[src/shared/cml_pkg.sv]
// Purpose: shared types and constants for the coherent line state block
// Assumes: one clock, synchronous active-high reset
// Notes:   line storage is a small direct-indexed array of flip-flops
package cml_pkg;

  localparam int unsigned NUM_LINES = 4;
  localparam int unsigned IDX_W     = 2;
  localparam int unsigned DATA_W    = 32;

  // upper read response field: shared flag and dirty-pass flag
  localparam int unsigned RESP_SHARED_BIT = 3;
  localparam int unsigned RESP_DIRTY_BIT  = 2;
  localparam logic [1:0]  RESP_UNIQUE     = 2'h0;

  localparam logic [DATA_W-1:0] DATA_RST = 32'h0000_0000;

  typedef enum logic [2:0]
  {
    LS_I,
    LS_UC,
    LS_UD,
    LS_SC,
    LS_SD
  } cml_line_t;

  localparam cml_line_t LINE_RST = LS_I;

  typedef enum logic [2:0]
  {
    OP_MAKE_UNIQUE,
    OP_MAKE_INVALID,
    OP_WRITE_NO_SNOOP,
    OP_WRITE_UNIQUE,
    OP_WRITE_LINE_UNIQUE
  } cml_op_t;

  typedef enum
  {
    ST_IDLE,
    ST_DECIDE,
    ST_PREP,
    ST_ISSUE,
    ST_WAIT,
    ST_UPD
  } cml_fsm_t;

endpackage

[src/design/cml_line_array.sv]
// Purpose: per-line state and data storage, one write and two read ports
// Assumes: write and read use the same clock; reads are combinational
// Notes:   a write is seen on the read ports from the next cycle
`timescale 1ns/1ps
module cml_line_array
(
  input  wire logic                         clock,
  input  wire logic                         sys_rst,
  input  wire logic                         wr_en,
  input  wire logic                         wr_data_en,
  input  wire logic [cml_pkg::IDX_W-1:0]    wr_index,
  input  wire cml_pkg::cml_line_t           wr_state,
  input  wire logic [cml_pkg::DATA_W-1:0]   wr_data,
  input  wire logic [cml_pkg::IDX_W-1:0]    rd_index,
  output cml_pkg::cml_line_t                rd_state,
  output logic      [cml_pkg::DATA_W-1:0]   rd_data,
  input  wire logic [cml_pkg::IDX_W-1:0]    lk_index,
  output cml_pkg::cml_line_t                lk_state,
  output logic      [cml_pkg::DATA_W-1:0]   lk_data
);

  cml_pkg::cml_line_t          line_state [cml_pkg::NUM_LINES];
  logic [cml_pkg::DATA_W-1:0]  line_data  [cml_pkg::NUM_LINES];

  genvar g;
  generate
    for (g = 0; g < cml_pkg::NUM_LINES; g++)
    begin : g_line
      always_ff @(posedge clock)
      begin
        if (sys_rst)
        begin
          line_state[g] <= cml_pkg::LINE_RST;
          line_data[g]  <= cml_pkg::DATA_RST;
        end
        else if (wr_en && (int'(wr_index) == g))
        begin
          line_state[g] <= wr_state;
          if (wr_data_en)
          begin
            line_data[g] <= wr_data;
          end
        end
      end
    end
  endgenerate

  assign rd_state = line_state[rd_index];
  assign rd_data  = line_data[rd_index];
  assign lk_state = line_state[lk_index];
  assign lk_data  = line_data[lk_index];

endmodule

[src/design/cml_legal_check.sv]
// Purpose: legal end-state table for make and write transactions
// Assumes: start and end states are the requester's own line
// Notes:   purely combinational; result is registered by the caller
`timescale 1ns/1ps
module cml_legal_check
(
  input  wire cml_pkg::cml_op_t    op,
  input  wire cml_pkg::cml_line_t  start_state,
  input  wire cml_pkg::cml_line_t  end_state,
  input  wire logic                full_line,
  input  wire logic                snoop_filter,
  output logic                     legal
);

  always_comb
  begin
    legal = 1'b0;
    case (op)
      cml_pkg::OP_MAKE_UNIQUE:
        legal = (end_state == cml_pkg::LS_UD) ||
                (end_state == cml_pkg::LS_SD);
      cml_pkg::OP_MAKE_INVALID:
        legal = (start_state == cml_pkg::LS_I) &&
                (end_state == cml_pkg::LS_I);
      cml_pkg::OP_WRITE_NO_SNOOP:
        legal = (end_state == cml_pkg::LS_I) ||
                (end_state == cml_pkg::LS_UC) ||
                (end_state == cml_pkg::LS_SC);
      cml_pkg::OP_WRITE_UNIQUE,
      cml_pkg::OP_WRITE_LINE_UNIQUE:
      begin
        if (start_state == cml_pkg::LS_I)
        begin
          legal = (end_state == cml_pkg::LS_I);
        end
        else if ((start_state == cml_pkg::LS_UC) ||
                 (start_state == cml_pkg::LS_SC))
        begin
          legal = (end_state == cml_pkg::LS_SC) ||
                  (!snoop_filter && (end_state == cml_pkg::LS_I));
        end
        else
        begin
          legal = 1'b0;
        end
      end
      default:
        legal = 1'b0;
    endcase
    if ((start_state == cml_pkg::LS_I) && (end_state != cml_pkg::LS_I) &&
        !full_line)
    begin
      legal = 1'b0;
    end
  end

endmodule

[src/design/cml_master.sv]
// Purpose: coherent caching master, make and write line state tracking
// Assumes: one request at a time; interconnect keeps its own duties
// Notes:   refused requests leave the line untouched
//
// Summary of operation
// - make unique only with full-line store
// - make unique returns no data
// - make unique from I/SC/SD ends UD
// - make unique from UC/UD ends UD
// - invalidate own copy before make invalid
// - make invalid response zero, line stays I
// - write kinds go on write address channel
// - no-snoop write only for private regions
// - no-snoop write: I, UC kept; UD to UC
// - no-snoop write from SC/SD ends UC
// - I becomes valid only after full store
// - unique write: I stays, clean goes SC
// - clean copy refreshed on unique write answer
// - line unique write covers whole line
// - line unique write states match unique write
// - clean copy refreshed on line write answer
// - make kinds go on read address channel
// - no unique write while writebacks pending
`timescale 1ns/1ps
module cml_master
(
  input  wire logic                         clock,
  input  wire logic                         sys_rst,
  input  wire logic                         snoop_filter,
  input  wire logic                         req_valid,
  input  wire cml_pkg::cml_op_t             req_op,
  input  wire logic [cml_pkg::IDX_W-1:0]    req_index,
  input  wire logic                         req_full_line,
  input  wire logic                         req_shareable,
  input  wire logic [cml_pkg::DATA_W-1:0]   req_data,
  input  wire logic                         wb_pending,
  output logic                              req_ready,
  output logic                              done,
  output logic                              refused,
  output logic                              proto_err,
  input  wire logic [cml_pkg::IDX_W-1:0]    lk_index,
  output cml_pkg::cml_line_t                lk_state,
  output logic      [cml_pkg::DATA_W-1:0]   lk_data,
  output logic                              ar_valid,
  output cml_pkg::cml_op_t                  ar_op,
  output logic      [cml_pkg::IDX_W-1:0]    ar_index,
  input  wire logic                         ar_ready,
  input  wire logic                         r_valid,
  input  wire logic [3:0]                   r_resp,
  output logic                              aw_valid,
  output cml_pkg::cml_op_t                  aw_op,
  output logic      [cml_pkg::IDX_W-1:0]    aw_index,
  output logic      [cml_pkg::DATA_W-1:0]   aw_data,
  input  wire logic                         aw_ready,
  input  wire logic                         b_valid
);

  cml_pkg::cml_fsm_t           st;
  cml_pkg::cml_fsm_t           next_st;
  cml_pkg::cml_op_t            cur_op;
  cml_pkg::cml_line_t          cur_start;
  logic [cml_pkg::IDX_W-1:0]   cur_index;
  logic [cml_pkg::DATA_W-1:0]  cur_data;
  logic                        cur_full;
  logic                        cur_share;
  logic [1:0]                  cur_resp;
  cml_pkg::cml_line_t          rd_state;
  logic [cml_pkg::DATA_W-1:0]  rd_data;
  cml_pkg::cml_line_t          lk_rd_state;
  logic [cml_pkg::DATA_W-1:0]  lk_rd_data;
  cml_pkg::cml_line_t          next_line;
  logic                        cur_make;
  logic                        cur_uniq;
  logic                        refuse;
  logic                        chk_legal;
  logic                        wr_en;
  logic                        wr_data_en;
  cml_pkg::cml_line_t          wr_state;

  assign cur_make = (cur_op == cml_pkg::OP_MAKE_UNIQUE) ||
                    (cur_op == cml_pkg::OP_MAKE_INVALID);
  assign cur_uniq = (cur_op == cml_pkg::OP_WRITE_UNIQUE) ||
                    (cur_op == cml_pkg::OP_WRITE_LINE_UNIQUE);

  // request screening against line state and region
  always_comb
  begin
    refuse = 1'b0;
    case (cur_op)
      cml_pkg::OP_MAKE_UNIQUE:
        refuse = !cur_full || !cur_share;
      cml_pkg::OP_WRITE_NO_SNOOP:
        refuse = cur_share;
      cml_pkg::OP_WRITE_LINE_UNIQUE:
        refuse = !cur_full || !cur_share ||
                 (rd_state == cml_pkg::LS_UD) ||
                 (rd_state == cml_pkg::LS_SD);
      cml_pkg::OP_WRITE_UNIQUE:
        refuse = !cur_share || (rd_state == cml_pkg::LS_UD) ||
                 (rd_state == cml_pkg::LS_SD);
      default:
        refuse = 1'b0;
    endcase
  end

  // expected end state of the requester's line
  always_comb
  begin
    next_line = cml_pkg::LS_I;
    case (cur_op)
      cml_pkg::OP_MAKE_UNIQUE:
        next_line = cml_pkg::LS_UD;
      cml_pkg::OP_MAKE_INVALID:
        next_line = cml_pkg::LS_I;
      cml_pkg::OP_WRITE_NO_SNOOP:
        next_line = (cur_start == cml_pkg::LS_I) ?
                    cml_pkg::LS_I : cml_pkg::LS_UC;
      cml_pkg::OP_WRITE_UNIQUE,
      cml_pkg::OP_WRITE_LINE_UNIQUE:
        next_line = (cur_start == cml_pkg::LS_I) ?
                    cml_pkg::LS_I : cml_pkg::LS_SC;
      default:
        next_line = cml_pkg::LS_I;
    endcase
  end

  always_comb
  begin
    next_st = st;
    case (st)
      cml_pkg::ST_IDLE:
        if (req_valid && req_ready)
        begin
          next_st = cml_pkg::ST_DECIDE;
        end
      cml_pkg::ST_DECIDE:
        if (refuse)
        begin
          next_st = cml_pkg::ST_IDLE;
        end
        else if ((cur_op == cml_pkg::OP_MAKE_INVALID) &&
                 (rd_state != cml_pkg::LS_I))
        begin
          next_st = cml_pkg::ST_PREP;
        end
        else
        begin
          next_st = cml_pkg::ST_ISSUE;
        end
      cml_pkg::ST_PREP:
        next_st = cml_pkg::ST_ISSUE;
      cml_pkg::ST_ISSUE:
        if ((ar_valid && ar_ready) || (aw_valid && aw_ready))
        begin
          next_st = cml_pkg::ST_WAIT;
        end
      cml_pkg::ST_WAIT:
        if (cur_make ? r_valid : b_valid)
        begin
          next_st = cml_pkg::ST_UPD;
        end
      cml_pkg::ST_UPD:
        next_st = cml_pkg::ST_IDLE;
      default:
        next_st = cml_pkg::ST_IDLE;
    endcase
  end

  always_ff @(posedge clock)
  begin
    if (sys_rst)
    begin
      st        <= cml_pkg::ST_IDLE;
      req_ready <= 1'b0;
    end
    else
    begin
      st        <= next_st;
      req_ready <= (next_st == cml_pkg::ST_IDLE);
    end
  end

  // request capture and start state
  always_ff @(posedge clock)
  begin
    if (sys_rst)
    begin
      cur_op    <= cml_pkg::OP_MAKE_UNIQUE;
      cur_index <= '0;
      cur_data  <= cml_pkg::DATA_RST;
      cur_full  <= 1'b0;
      cur_share <= 1'b0;
      cur_start <= cml_pkg::LINE_RST;
      cur_resp  <= cml_pkg::RESP_UNIQUE;
    end
    else
    begin
      if (st == cml_pkg::ST_IDLE && req_valid && req_ready)
      begin
        cur_op    <= req_op;
        cur_index <= req_index;
        cur_data  <= req_data;
        cur_full  <= req_full_line;
        cur_share <= req_shareable;
      end
      if (st == cml_pkg::ST_DECIDE)
      begin
        cur_start <= rd_state;
      end
      else if (st == cml_pkg::ST_PREP)
      begin
        cur_start <= cml_pkg::LS_I;
      end
      if (st == cml_pkg::ST_WAIT && r_valid && cur_make)
      begin
        cur_resp <= {r_resp[cml_pkg::RESP_SHARED_BIT],
                     r_resp[cml_pkg::RESP_DIRTY_BIT]};
      end
    end
  end

  // read address channel carries only make kinds
  always_ff @(posedge clock)
  begin
    if (sys_rst)
    begin
      ar_valid <= 1'b0;
    end
    else if (ar_valid && ar_ready)
    begin
      ar_valid <= 1'b0;
    end
    else if (st == cml_pkg::ST_ISSUE && cur_make)
    begin
      ar_valid <= 1'b1;
    end
  end

  // write address channel, unique writes held back behind pending writebacks
  always_ff @(posedge clock)
  begin
    if (sys_rst)
    begin
      aw_valid <= 1'b0;
    end
    else if (aw_valid && aw_ready)
    begin
      aw_valid <= 1'b0;
    end
    else if (st == cml_pkg::ST_ISSUE && !cur_make &&
             !(cur_uniq && wb_pending))
    begin
      aw_valid <= 1'b1;
    end
  end

  always_ff @(posedge clock)
  begin
    if (sys_rst)
    begin
      ar_op    <= cml_pkg::OP_MAKE_UNIQUE;
      ar_index <= '0;
      aw_op    <= cml_pkg::OP_WRITE_NO_SNOOP;
      aw_index <= '0;
      aw_data  <= cml_pkg::DATA_RST;
    end
    else
    begin
      ar_op    <= cur_op;
      ar_index <= cur_index;
      aw_op    <= cur_op;
      aw_index <= cur_index;
      aw_data  <= cur_data;
    end
  end

  // line update; store data lands with the answer, never read data
  assign wr_en      = (st == cml_pkg::ST_PREP) || (st == cml_pkg::ST_UPD);
  assign wr_state   = (st == cml_pkg::ST_PREP) ? cml_pkg::LS_I : next_line;
  assign wr_data_en = (st == cml_pkg::ST_UPD) &&
                      (next_line != cml_pkg::LS_I);

  always_ff @(posedge clock)
  begin
    if (sys_rst)
    begin
      done      <= 1'b0;
      refused   <= 1'b0;
      proto_err <= 1'b0;
      lk_state  <= cml_pkg::LINE_RST;
      lk_data   <= cml_pkg::DATA_RST;
    end
    else
    begin
      done      <= (st == cml_pkg::ST_UPD);
      refused   <= (st == cml_pkg::ST_DECIDE) && refuse;
      proto_err <= (st == cml_pkg::ST_UPD) &&
                   (!chk_legal || (cur_make &&
                   cur_resp != cml_pkg::RESP_UNIQUE));
      lk_state  <= lk_rd_state;
      lk_data   <= lk_rd_data;
    end
  end

  cml_line_array cml_line_array_inst
  (
    .clock      (clock),
    .sys_rst    (sys_rst),
    .wr_en      (wr_en),
    .wr_data_en (wr_data_en),
    .wr_index   (cur_index),
    .wr_state   (wr_state),
    .wr_data    (cur_data),
    .rd_index   (cur_index),
    .rd_state   (rd_state),
    .rd_data    (rd_data),
    .lk_index   (lk_index),
    .lk_state   (lk_rd_state),
    .lk_data    (lk_rd_data)
  );

  cml_legal_check cml_legal_check_inst
  (
    .op           (cur_op),
    .start_state  (cur_start),
    .end_state    (next_line),
    .full_line    (cur_full),
    .snoop_filter (snoop_filter),
    .legal        (chk_legal)
  );
endmodule

[config.mk]
export PLATFORM = sky130hd
export DESIGN_NAME = cml_master
export DESIGN_NICKNAME = d
export VERILOG_FILES = /design/src/shared/cml_pkg.sv /design/src/design/cml_line_array.sv /design/src/design/cml_legal_check.sv /design/src/design/cml_master.sv
export SDC_FILE = /design/constraint.sdc
export NUM_CORES = 1
export LEC_CHECK = 0
export BUFFER_PORTS_ARGS = -buffer_cell sky130_fd_sc_hd__buf_2
export CORE_MARGIN = 2
export CORE_UTILIZATION = 45
export CTS_BUF_LIST = sky130_fd_sc_hd__clkbuf_8
export DETAILED_ROUTE_END_ITERATION = 12
export PLACE_DENSITY = 0.7
export REMOVE_ABC_BUFFERS = 1
export SKIP_CTS_REPAIR_TIMING = 1
export SYNTH_ARGS = -nofsm -noshare
export SYNTH_HDL_FRONTEND = slang
export SYNTH_SLANG_ARGS = --single-unit
[constraint.sdc]
create_clock -name clock -period 3.55 [get_ports clock]
set_clock_uncertainty 0.2 [all_clocks]
set_input_delay 0.5325 -clock clock [delete_from_list [all_inputs] [get_ports clock]]
set_output_delay 0.5325 -clock clock [all_outputs]
set_load 0.02 [all_outputs]
==> results of run 1 <==
through the flow:
| step | power (mW) | hold WS, ns | util [%] |
|---|---|---|---|
| 2_1_floorplan | 3.89 | 0.255 | - |
| 3_3_place_gp | 4.04 | 0.270 | 50.3 |
| 3_5_place_dp | 4.05 | 0.280 | 50.3 |
| 4_1_cts | 6.67 | -0.0179 | 54.0 |
| 5_1_grt | 6.85 | 0.0128 | 54.0 |
| 6_report | 6.59 | 0.00867 | 54.0 |
power groups by stage:
stage                     clock network, mW  logic, mW  registers (mW)
after floorplan                           0      0.126            3.77
after global placement                    0      0.307            3.73
after detailed placement                  0      0.309            3.74
after CTS                              2.69      0.309            3.67
after global routing                   2.84      0.331            3.67
final                                  2.62      0.304            3.66
worst max-delay path by stage:
| stage | cells past startpoint | startpoint | to |
|---|---|---|---|
| final | 6 | cur_op[1] | cml_line_array_inst.line_data[1][2] |
| after global routing | 6 | cur_op[1] | cml_line_array_inst.line_data[1][16] |
| after CTS | 6 | cur_op[1] | cml_line_array_inst.line_data[0][30] |
| after detailed placement | 6 | cur_op[1] | cml_line_array_inst.line_data[0][18] |
| after global placement | 6 | cur_op[1] | cml_line_array_inst.line_data[0][18] |
| after floorplan | 5 | st[19] | req_ready |
flip-flops by register name (all words and copies together), names as in the netlist, 2 cells and up, named ones only:
register	count
cur_index	2
st	32
cur_op	3
ar_op	3
cur_start	2
cml_line_array_inst.line_state	8
lk_state	2
cml_line_array_inst.line_data	128
cur_data	32
aw_data	32
lk_data	32
aw_index	2
cur_resp	2
placed cells by master (no fill, tap or decap), drive strengths merged, types with 36 or more instances in the layout:
| cell | count |
|---|---|
| buf | 146 |
| clkbuf | 54 |
| dfxtp | 155 |
| edfxtp | 136 |
| inv | 59 |
| mux2i | 42 |
| mux4 | 36 |
| nand2b | 41 |
| nor2 | 187 |
| nor2b | 40 |
layout make-up:
cell class	count	area (sq um)	area share, %
Clock buffer	54	743	5.90
Clock inverter	29	125	0.993
Inverter	37	139	1.10
Multi-Input combinational cell	465	3190	25.3
Sequential cell	291	7190	57.0
Tap cell	319	399	3.17
Timing Repair Buffer	146	818	6.49
metal layers:
layer	up-vias	part of all wire (%)	wire length (um)	global-route usage, %
met1	3066	41	8450	20.2
met5	-	0	0	0
li1	3132	-	-	-
met4	0	2.0	408	5.84
met2	186	51	10400	29.4
met3	36	5.7	1160	3.34
worst max-delay path, delay by kind of cell (launching register included):
family,cells,cell delay [ns]
compound gates,2,0.67
buf+inv,1,0.24
flops,1,0.57
simple gates,3,0.99
cell families after synthesis:
group | synth area share (%)
multiplexers | 11.6
buffers and inverters | 3.73
other | 0.0353
XOR/XNOR | 0.165
AND/OR/NAND/NOR | 14.7
AO/OA/AOI/OAI | 2.22
flip-flops | 67.6
==> impl_metrics.yaml, run 1 <==
global_route:
  antenna_found_initial: 0
  first_global_vias: 6461
  grt_overflow: 0
  grtUsageTotal_pct: 16.6
  grt_max_degree: 75
  grt_pass1_wl_um: 32100
power:
  irDropWorstVdd_mv: 0.325
  internal-power_mw: 5.15
  combPwrFrac_pct: 4.6
  p_clk_share_pct: 39.8
  p_sw_mw: 1.43
  leakagePower_nw: 4.94
  p_seq_share_pct: 55.6
  switching_share_pct: 21.8
  power_density_nw_per_um2: 523
setup_path:
  crit_type: "register to register"
  reg2reg_slack_ns: 0.58
  arrival_ns: 3.02
  critPathMaxFanout: 21
  reg2reg_from: "cur_op[1]"
  r2r-end: "cml_line_array_inst.line_data[1][2]"
  crit_required_ns: 3.60
  cpPeakStageDelay_ns: 0.57
  crit_chain: "nor2b_1 > o22ai_1 > a211oi_2 > nand4_2 > nand2b_2 > buf_12"
  startpoint_type: "register"
  cp_slowest_cell: "dfxtp_1"
  cp-end-kind: "register"
  worstRegToRegCells: 6
placement:
  place_ws_ns: 0.632
  gp_congestion: 0.807
  hpwl_um: 12600
  io_buffer_count: 132
  dp.cells: 1258
  place_area_sq_um: 11700
cts:
  clk_latency_ns: 0.56
  cts_tree: "done"
  cts.clk_slew.worst_paths_ns: 0.06
  cts_buffers: 46
  root_buffer: "clkbuf_8"
  clock_sinks: 291
  cts.path.max_buffers: 3
  htree_levels: 2
synthesis:
  avgSynthCellArea_sq_um: 13.0
  seq_area_frac_synth_pct: 67.6
  synth.yosys.warnings: 0
  yosysMostFrequentCell: "nor2_1"
  synth.ff_latch_count: 291
  synth_cells: 818
  synth_top_cell_by_area: "edfxtp_1"
  post-synth-top-area-fraction_pct: 38.4
  synth_cell_types: 48
  synth_top_cells_by_count: "nor2_1, dfxtp_1, edfxtp_1, mux2i_1, nand2b_1"
  synth_edf_count: 136
  syn_area_sq_um: 10600
  ys.flop_type: "dfxtp_1"
  async_flop_share_pct: 0
  synth_area_leaders: "edfxtp_1, dfxtp_1, mux4_2, nor2_1, mux2i_1"
sta:
  hold_viol: 0
  setup_viol: 0
  rsz0062_at_grt: "no"
  drv_slew: 0
  timing.final.crit_share_pct: 83.5
  clock.fmax_mhz: 337
  postLayoutSetupSlackWorst_ns: 0.585
  setup-tns-final_ns: 0
  period_needed_ns: 2.97
  maxSlewHeadroom_pct: 42.5
  worstMarginPinSlew_ns: 0.863
floorplan:
  die_x_um: 158
  ioPinCount: 137
  die_area_sq_um: 24900
  initial_utilization_pct: 45.6
  rows: 56
  coreArea_sq_um: 23300
  die_y_um: 158
min_path:
  hold_class: "input port to register"
  hold_depth: 3
  min_to: "cur_op[0]"
  worstHoldStart: "req_op[0]"
drt:
  routed_wl_um: 20400
  dr.pass1.iters: 4
  wl_per_cell_um: 15.2
  drc: 0
  drtAntennaViolNets: 0
  vias: 6420
  viasPerCell: 4.79
  drt_iter0_drc: 346
outcome:
  status: "completed"
final_layout:
  fin_cells: 1341
  area_delta_synth_final_pct: 18.5
  final_nets: 1041
  fillCellCount: 2005
  n_antenna_cell: 0
  design_area_sq_um: 12600
  drive_gt1_share_pct: 25.7
run:
  drv_cap: 0
Note: power is estimated with default switching activity, not from simulation.
==> inputs of run 2 (changes only) <==
clock period = 3 ns   (was 3.55 ns; I/O delays follow)
==> impl_metrics.yaml, run 2 (same netlist as run 1, synthesis figures left out) <==
sta:
  maxSlewHeadroom_pct: 62.3
  setup_viol: 0
  hold_viol: 0
  drv_slew: 0
  timing.final.crit_share_pct: 86.3
  rsz0062_at_grt: "no"
  period_needed_ns: 2.59
  worstMarginPinSlew_ns: 0.560
  clock.fmax_mhz: 386
global_route:
  grt_pass1_wl_um: 33100
  busiest_layer: "met2"
  first_global_vias: 6502
  antenna_found_initial: 0
  globalRouteMet1Util_pct: 20.9
  use_met2_pct: 30.4
  globalRouteMet3Util_pct: 3.64
  grt_overflow: 0
  grt_max_degree: 53
  grtUsageTotal_pct: 17.1
setup_path:
  crit_type: "register to register"
  arrival_ns: 2.60
  cp-end-kind: "register"
  startpoint_type: "register"
  critPathMaxFanout: 21
  critPathMostFrequentCell: "nand4_2"
  crit_required_ns: 3.01
  crit_chain: "nor4_2 > nand4_2 > a211oi_2 > nand4_2 > nand2b_2 > buf_4"
  cpPeakStageDelay_ns: 0.51
  cp_slowest_cell: "a211oi_2"
drt:
  vias: 6668
  wl_per_cell_um: 15.2
  drt_iter0_drc: 437
  viasPerCell: 4.79
  drc: 0
  routed_wl_um: 21200
  dr.pass1.iters: 5
  drtAntennaViolNets: 0
floorplan:
  ioPinCount: 137
  rows: 56
  initial_utilization_pct: 45.6
  die_y_um: 158
  die_area_sq_um: 24900
  coreArea_sq_um: 23300
  die_x_um: 158
outcome:
  status: "completed"
final_layout:
  fin_cells: 1393
  final_util_pct: 56.3
  n_antenna_cell: 0
  regMostFlops: "cml_line_array_inst.line_data"
  area_delta_synth_final_pct: 23.6
  final_nets: 1090
  drive_gt1_share_pct: 25.2
  largest_reg_flops: 128
  final_common_cell: "nor2_1"
  layout_common_cells: "nor2_1, dfxtp_1, edfxtp_1, buf_2"
cts:
  root_buffer: "clkbuf_8"
  cts.clk_slew.worst_paths_ns: 0.06
  clock_sinks: 291
  cts_tree: "done"
  cts.path.max_buffers: 3
  clk_latency_ns: 0.55
  htree_levels: 2
  cts_buffers: 46
power:
  leakagePower_nw: 5.18
  irDropWorstVdd_mv: 0.316
  power_density_nw_per_um2: 611
placement:
  hpwl_um: 12600
  dp.cells: 1264
  gp_congestion: 0.783
  io_buffer_count: 132
min_path:
  hold_class: "input port to register"
run:
  drv_cap: 0
[run 2: changes by cell type in the layout (fill, tap and decap cells not counted), sizes merged]
cell	delta
bufinv	+1
clkinvlp	-2
clkbuf	+3
buf	+6
dlygate4sd3	+43
clkinv	+1
[run 2: final timing paths]
check	to	start	cells past startpoint	slack (ns)
min reg2reg	cur_data[6]	cur_data[6]	2	0.30
max	cml_line_array_inst.line_data[1][5]	st[19]	6	0.41
max reg2reg	cml_line_array_inst.line_data[1][5]	st[19]	6	0.41
min	aw_valid	wb_pending	4	0.06
[run 2: cell type report]
type                       count  area [sq um]
clock inverter                29           148
fill                        1955         10200
clock buffer                  57           785
inverter                      37           139
sequential                   291          7190
tap                          319           399
timing repair buffer         195          1290
multi-input combinational    465          3190
[run 2: power by group]
part           total [mW]  internal (mW)  switching [mW]  leakage (nW)
combinational       0.406          0.207           0.199          2.06
clock                3.29           1.80            1.48         0.554
sequential           4.34           4.30          0.0433          2.56
[run 2: critical path: cells and delay by family (launching register included)]
kind            cells  cell delay (ns)
compound gates      1             0.51
simple gates        4             0.88
buf+inv             1             0.33
flops               1             0.31
[run 2: per-stage QoR]
stage / TNS (ns) / setup slack (ns) / hold slack (ns) / power [mW] / area, sq um
after CTS: 0 / 0.381 / -0.103 / 8.09 / 12700
after floorplan: -137.78 / -1.75 / 0.255 / 4.61 / 10500
after global placement: 0 / 0.464 / 0.271 / 4.78 / 11800
after global routing: 0 / 0.254 / 0.0524 / 8.36 / 13100
final: 0 / 0.411 / 0.0585 / 8.03 / 13100
after detailed placement: 0 / 0.415 / 0.284 / 4.79 / 11800
[run 2: routing by layer]
| metal | share of wire, % | up-vias |
|---|---|---|
| met3 | 5.7 | 39 |
| met2 | 52 | 195 |
| met5 | 0 | - |
| li1 | - | 3234 |
| met4 | 1.8 | 0 |
| met1 | 41 | 3200 |
==> inputs of run 3 (changes only) <==
==> constraint.sdc (replaced) <==
create_clock -name clock -period 3 [get_ports clock]
set_clock_uncertainty 0.2 [all_clocks]
set_input_delay 0.15 -clock clock [delete_from_list [all_inputs] [get_ports clock]]
set_output_delay 0.15 -clock clock [all_outputs]
set_load 0.02 [all_outputs]
==> impl_metrics.yaml, run 3 (same netlist as run 1, synthesis figures left out) <==
setup_path:
  critPathBufInv: 3
  startpoint_type: "register"
  crit_chain: "nor4_2 > nand4_2 > buf_4 > nor4_4 > buf_4 > mux2i_1 > nor2_1 > dlygate4sd3_1"
  cpLargestDelayFamily: "buffers and inverters"
  cpPeakStageDelay_ns: 0.58
  cp_slowest_cell: "dlygate4sd3_1"
  crit_required_ns: 3.25
  crit_type: "register to register"
  cp-end-kind: "register"
  critPathMostFrequentCell: "buf_4"
  critPathMaxFanout: 17
  arrival_ns: 3.08
cts:
  cts_buffers: 46
  cts_tree: "done"
  cts.clk_slew.worst_paths_ns: 0.06
  htree_levels: 2
  clock_sinks: 291
  root_buffer: "clkbuf_8"
  clk_latency_ns: 0.56
  cts.path.max_buffers: 3
final_layout:
  drive_gt1_share_pct: 25.5
  final_nets: 1103
  final_util_pct: 56.8
  layout_common_cells: "nor2_1, dfxtp_1, edfxtp_1, buf_2, dlygate4sd3_1"
  n_antenna_cell: 0
  seqCellArea_sq_um: 7190
  multi_input_comb_area_sq_um: 3190
  largest_reg_flops: 128
  final_common_cell: "nor2_1"
  regMostFlops: "cml_line_array_inst.line_data"
  fillCellCount: 1965
  design_area_sq_um: 13300
  area_delta_synth_final_pct: 24.6
min_path:
  hold_class: "input port to register"
floorplan:
  die_x_um: 158
  die_y_um: 158
  coreArea_sq_um: 23300
  die_area_sq_um: 24900
  ioPinCount: 137
  rows: 56
  initial_utilization_pct: 45.6
placement:
  gp_congestion: 0.789
  hpwl_um: 12700
  place_area_sq_um: 11800
  io_buffer_count: 132
global_route:
  grtUsageTotal_pct: 17.0
  grt_overflow: 0
  grt_pass1_wl_um: 32700
  first_global_vias: 6462
  antenna_found_initial: 0
  grt_max_degree: 77
power:
  power_density_nw_per_um2: 602
  leakagePower_nw: 5.22
  p_seq_share_pct: 54.4
  irDropWorstVdd_mv: 0.325
  power_mw: 7.97
  p_sw_mw: 1.76
  switching_share_pct: 22.1
  combPwrFrac_pct: 5.1
  p_clk_share_pct: 40.5
  internal-power_mw: 6.21
sta:
  worstMarginPinSlew_ns: 0.907
  clock.fmax_mhz: 354
  period_needed_ns: 2.82
  timing.final.crit_share_pct: 94.2
  hold_viol: 0
  drv_slew: 0
  setup_viol: 0
  maxSlewHeadroom_pct: 39.5
  setup-tns-final_ns: 0
  rsz0062_at_grt: "no"
run:
  drv_cap: 0
drt:
  drc: 0
  viasPerCell: 4.78
  wl_per_cell_um: 15.2
  dr.pass1.iters: 4
  drtAntennaViolNets: 0
  routed_wl_um: 21400
  vias: 6719
  drt_iter0_drc: 331
outcome:
  status: "completed"
-- run 3: cell count changes in the layout (fill, tap and decap cells not counted), sizes merged --
cell         previous run  this run
dlygate4sd3            43        57
clkinv                  6        16
inv                    59        51
buf                   152       151
bufinv                  1         0
clkbuf                 57        56
-- run 3: cell type report --
type / instances / share of cell area [%]
inverter: 37 / 1.05
timing repair buffer: 208 / 10.8
tap: 319 / 3.01
clock inverter: 30 / 1.07
sequential: 291 / 54.2
clock buffer: 56 / 5.82
multi-input combinational: 465 / 24.1
-- run 3: per-layer routing --
layer / track usage (%) / vias to the layer above / share of wire [%]
met5: 0 / - / 0
met4: 4.55 / 0 / 1.6
met3: 4.33 / 32 / 6.1
met2: 29.8 / 186 / 51
met1: 20.9 / 3242 / 41
li1: - / 3259 / -
-- run 3: final timing paths --
| path | startpoint | cells after the start | slack (ns) | to |
|---|---|---|---|---|
| worst max-delay path | st[19] | 8 | 0.18 | cur_data[4] |
| worst min-delay path | req_op[0] | 4 | 0.17 | cur_op[0] |
| worst max register to register | st[19] | 8 | 0.18 | cur_data[4] |
| worst min register to register | cur_data[29] | 2 | 0.30 | cur_data[29] |
-- run 3: power by group through the flow --
stage / Sequential, mW / Combinational [mW] / Clock, mW
finish: 4.34 / 0.409 / 3.23
global route: 4.35 / 0.443 / 3.51
CTS: 4.34 / 0.369 / 3.33
detailed placement: 4.42 / 0.368 / 0
global placement: 4.42 / 0.365 / 0
floorplan: 4.46 / 0.149 / 0
-- run 3: tightest hold or removal path, stage by stage --
cell	delay, ns
dlygate4sd3_1	0.51
buf_2	0.10
mux2i_1	0.06
nor2_1	0.07
-- run 3: stage by stage --
stage	worst slack (ns)	cells	hold WS, ns
global route	0.0143	1406	0.167
CTS	0.534	1349	-0.418
floorplan	-1.75	793	0.0167
global placement	0.599	1263	0.183
detailed placement	0.562	1263	0.196
finish	0.175	1406	0.167
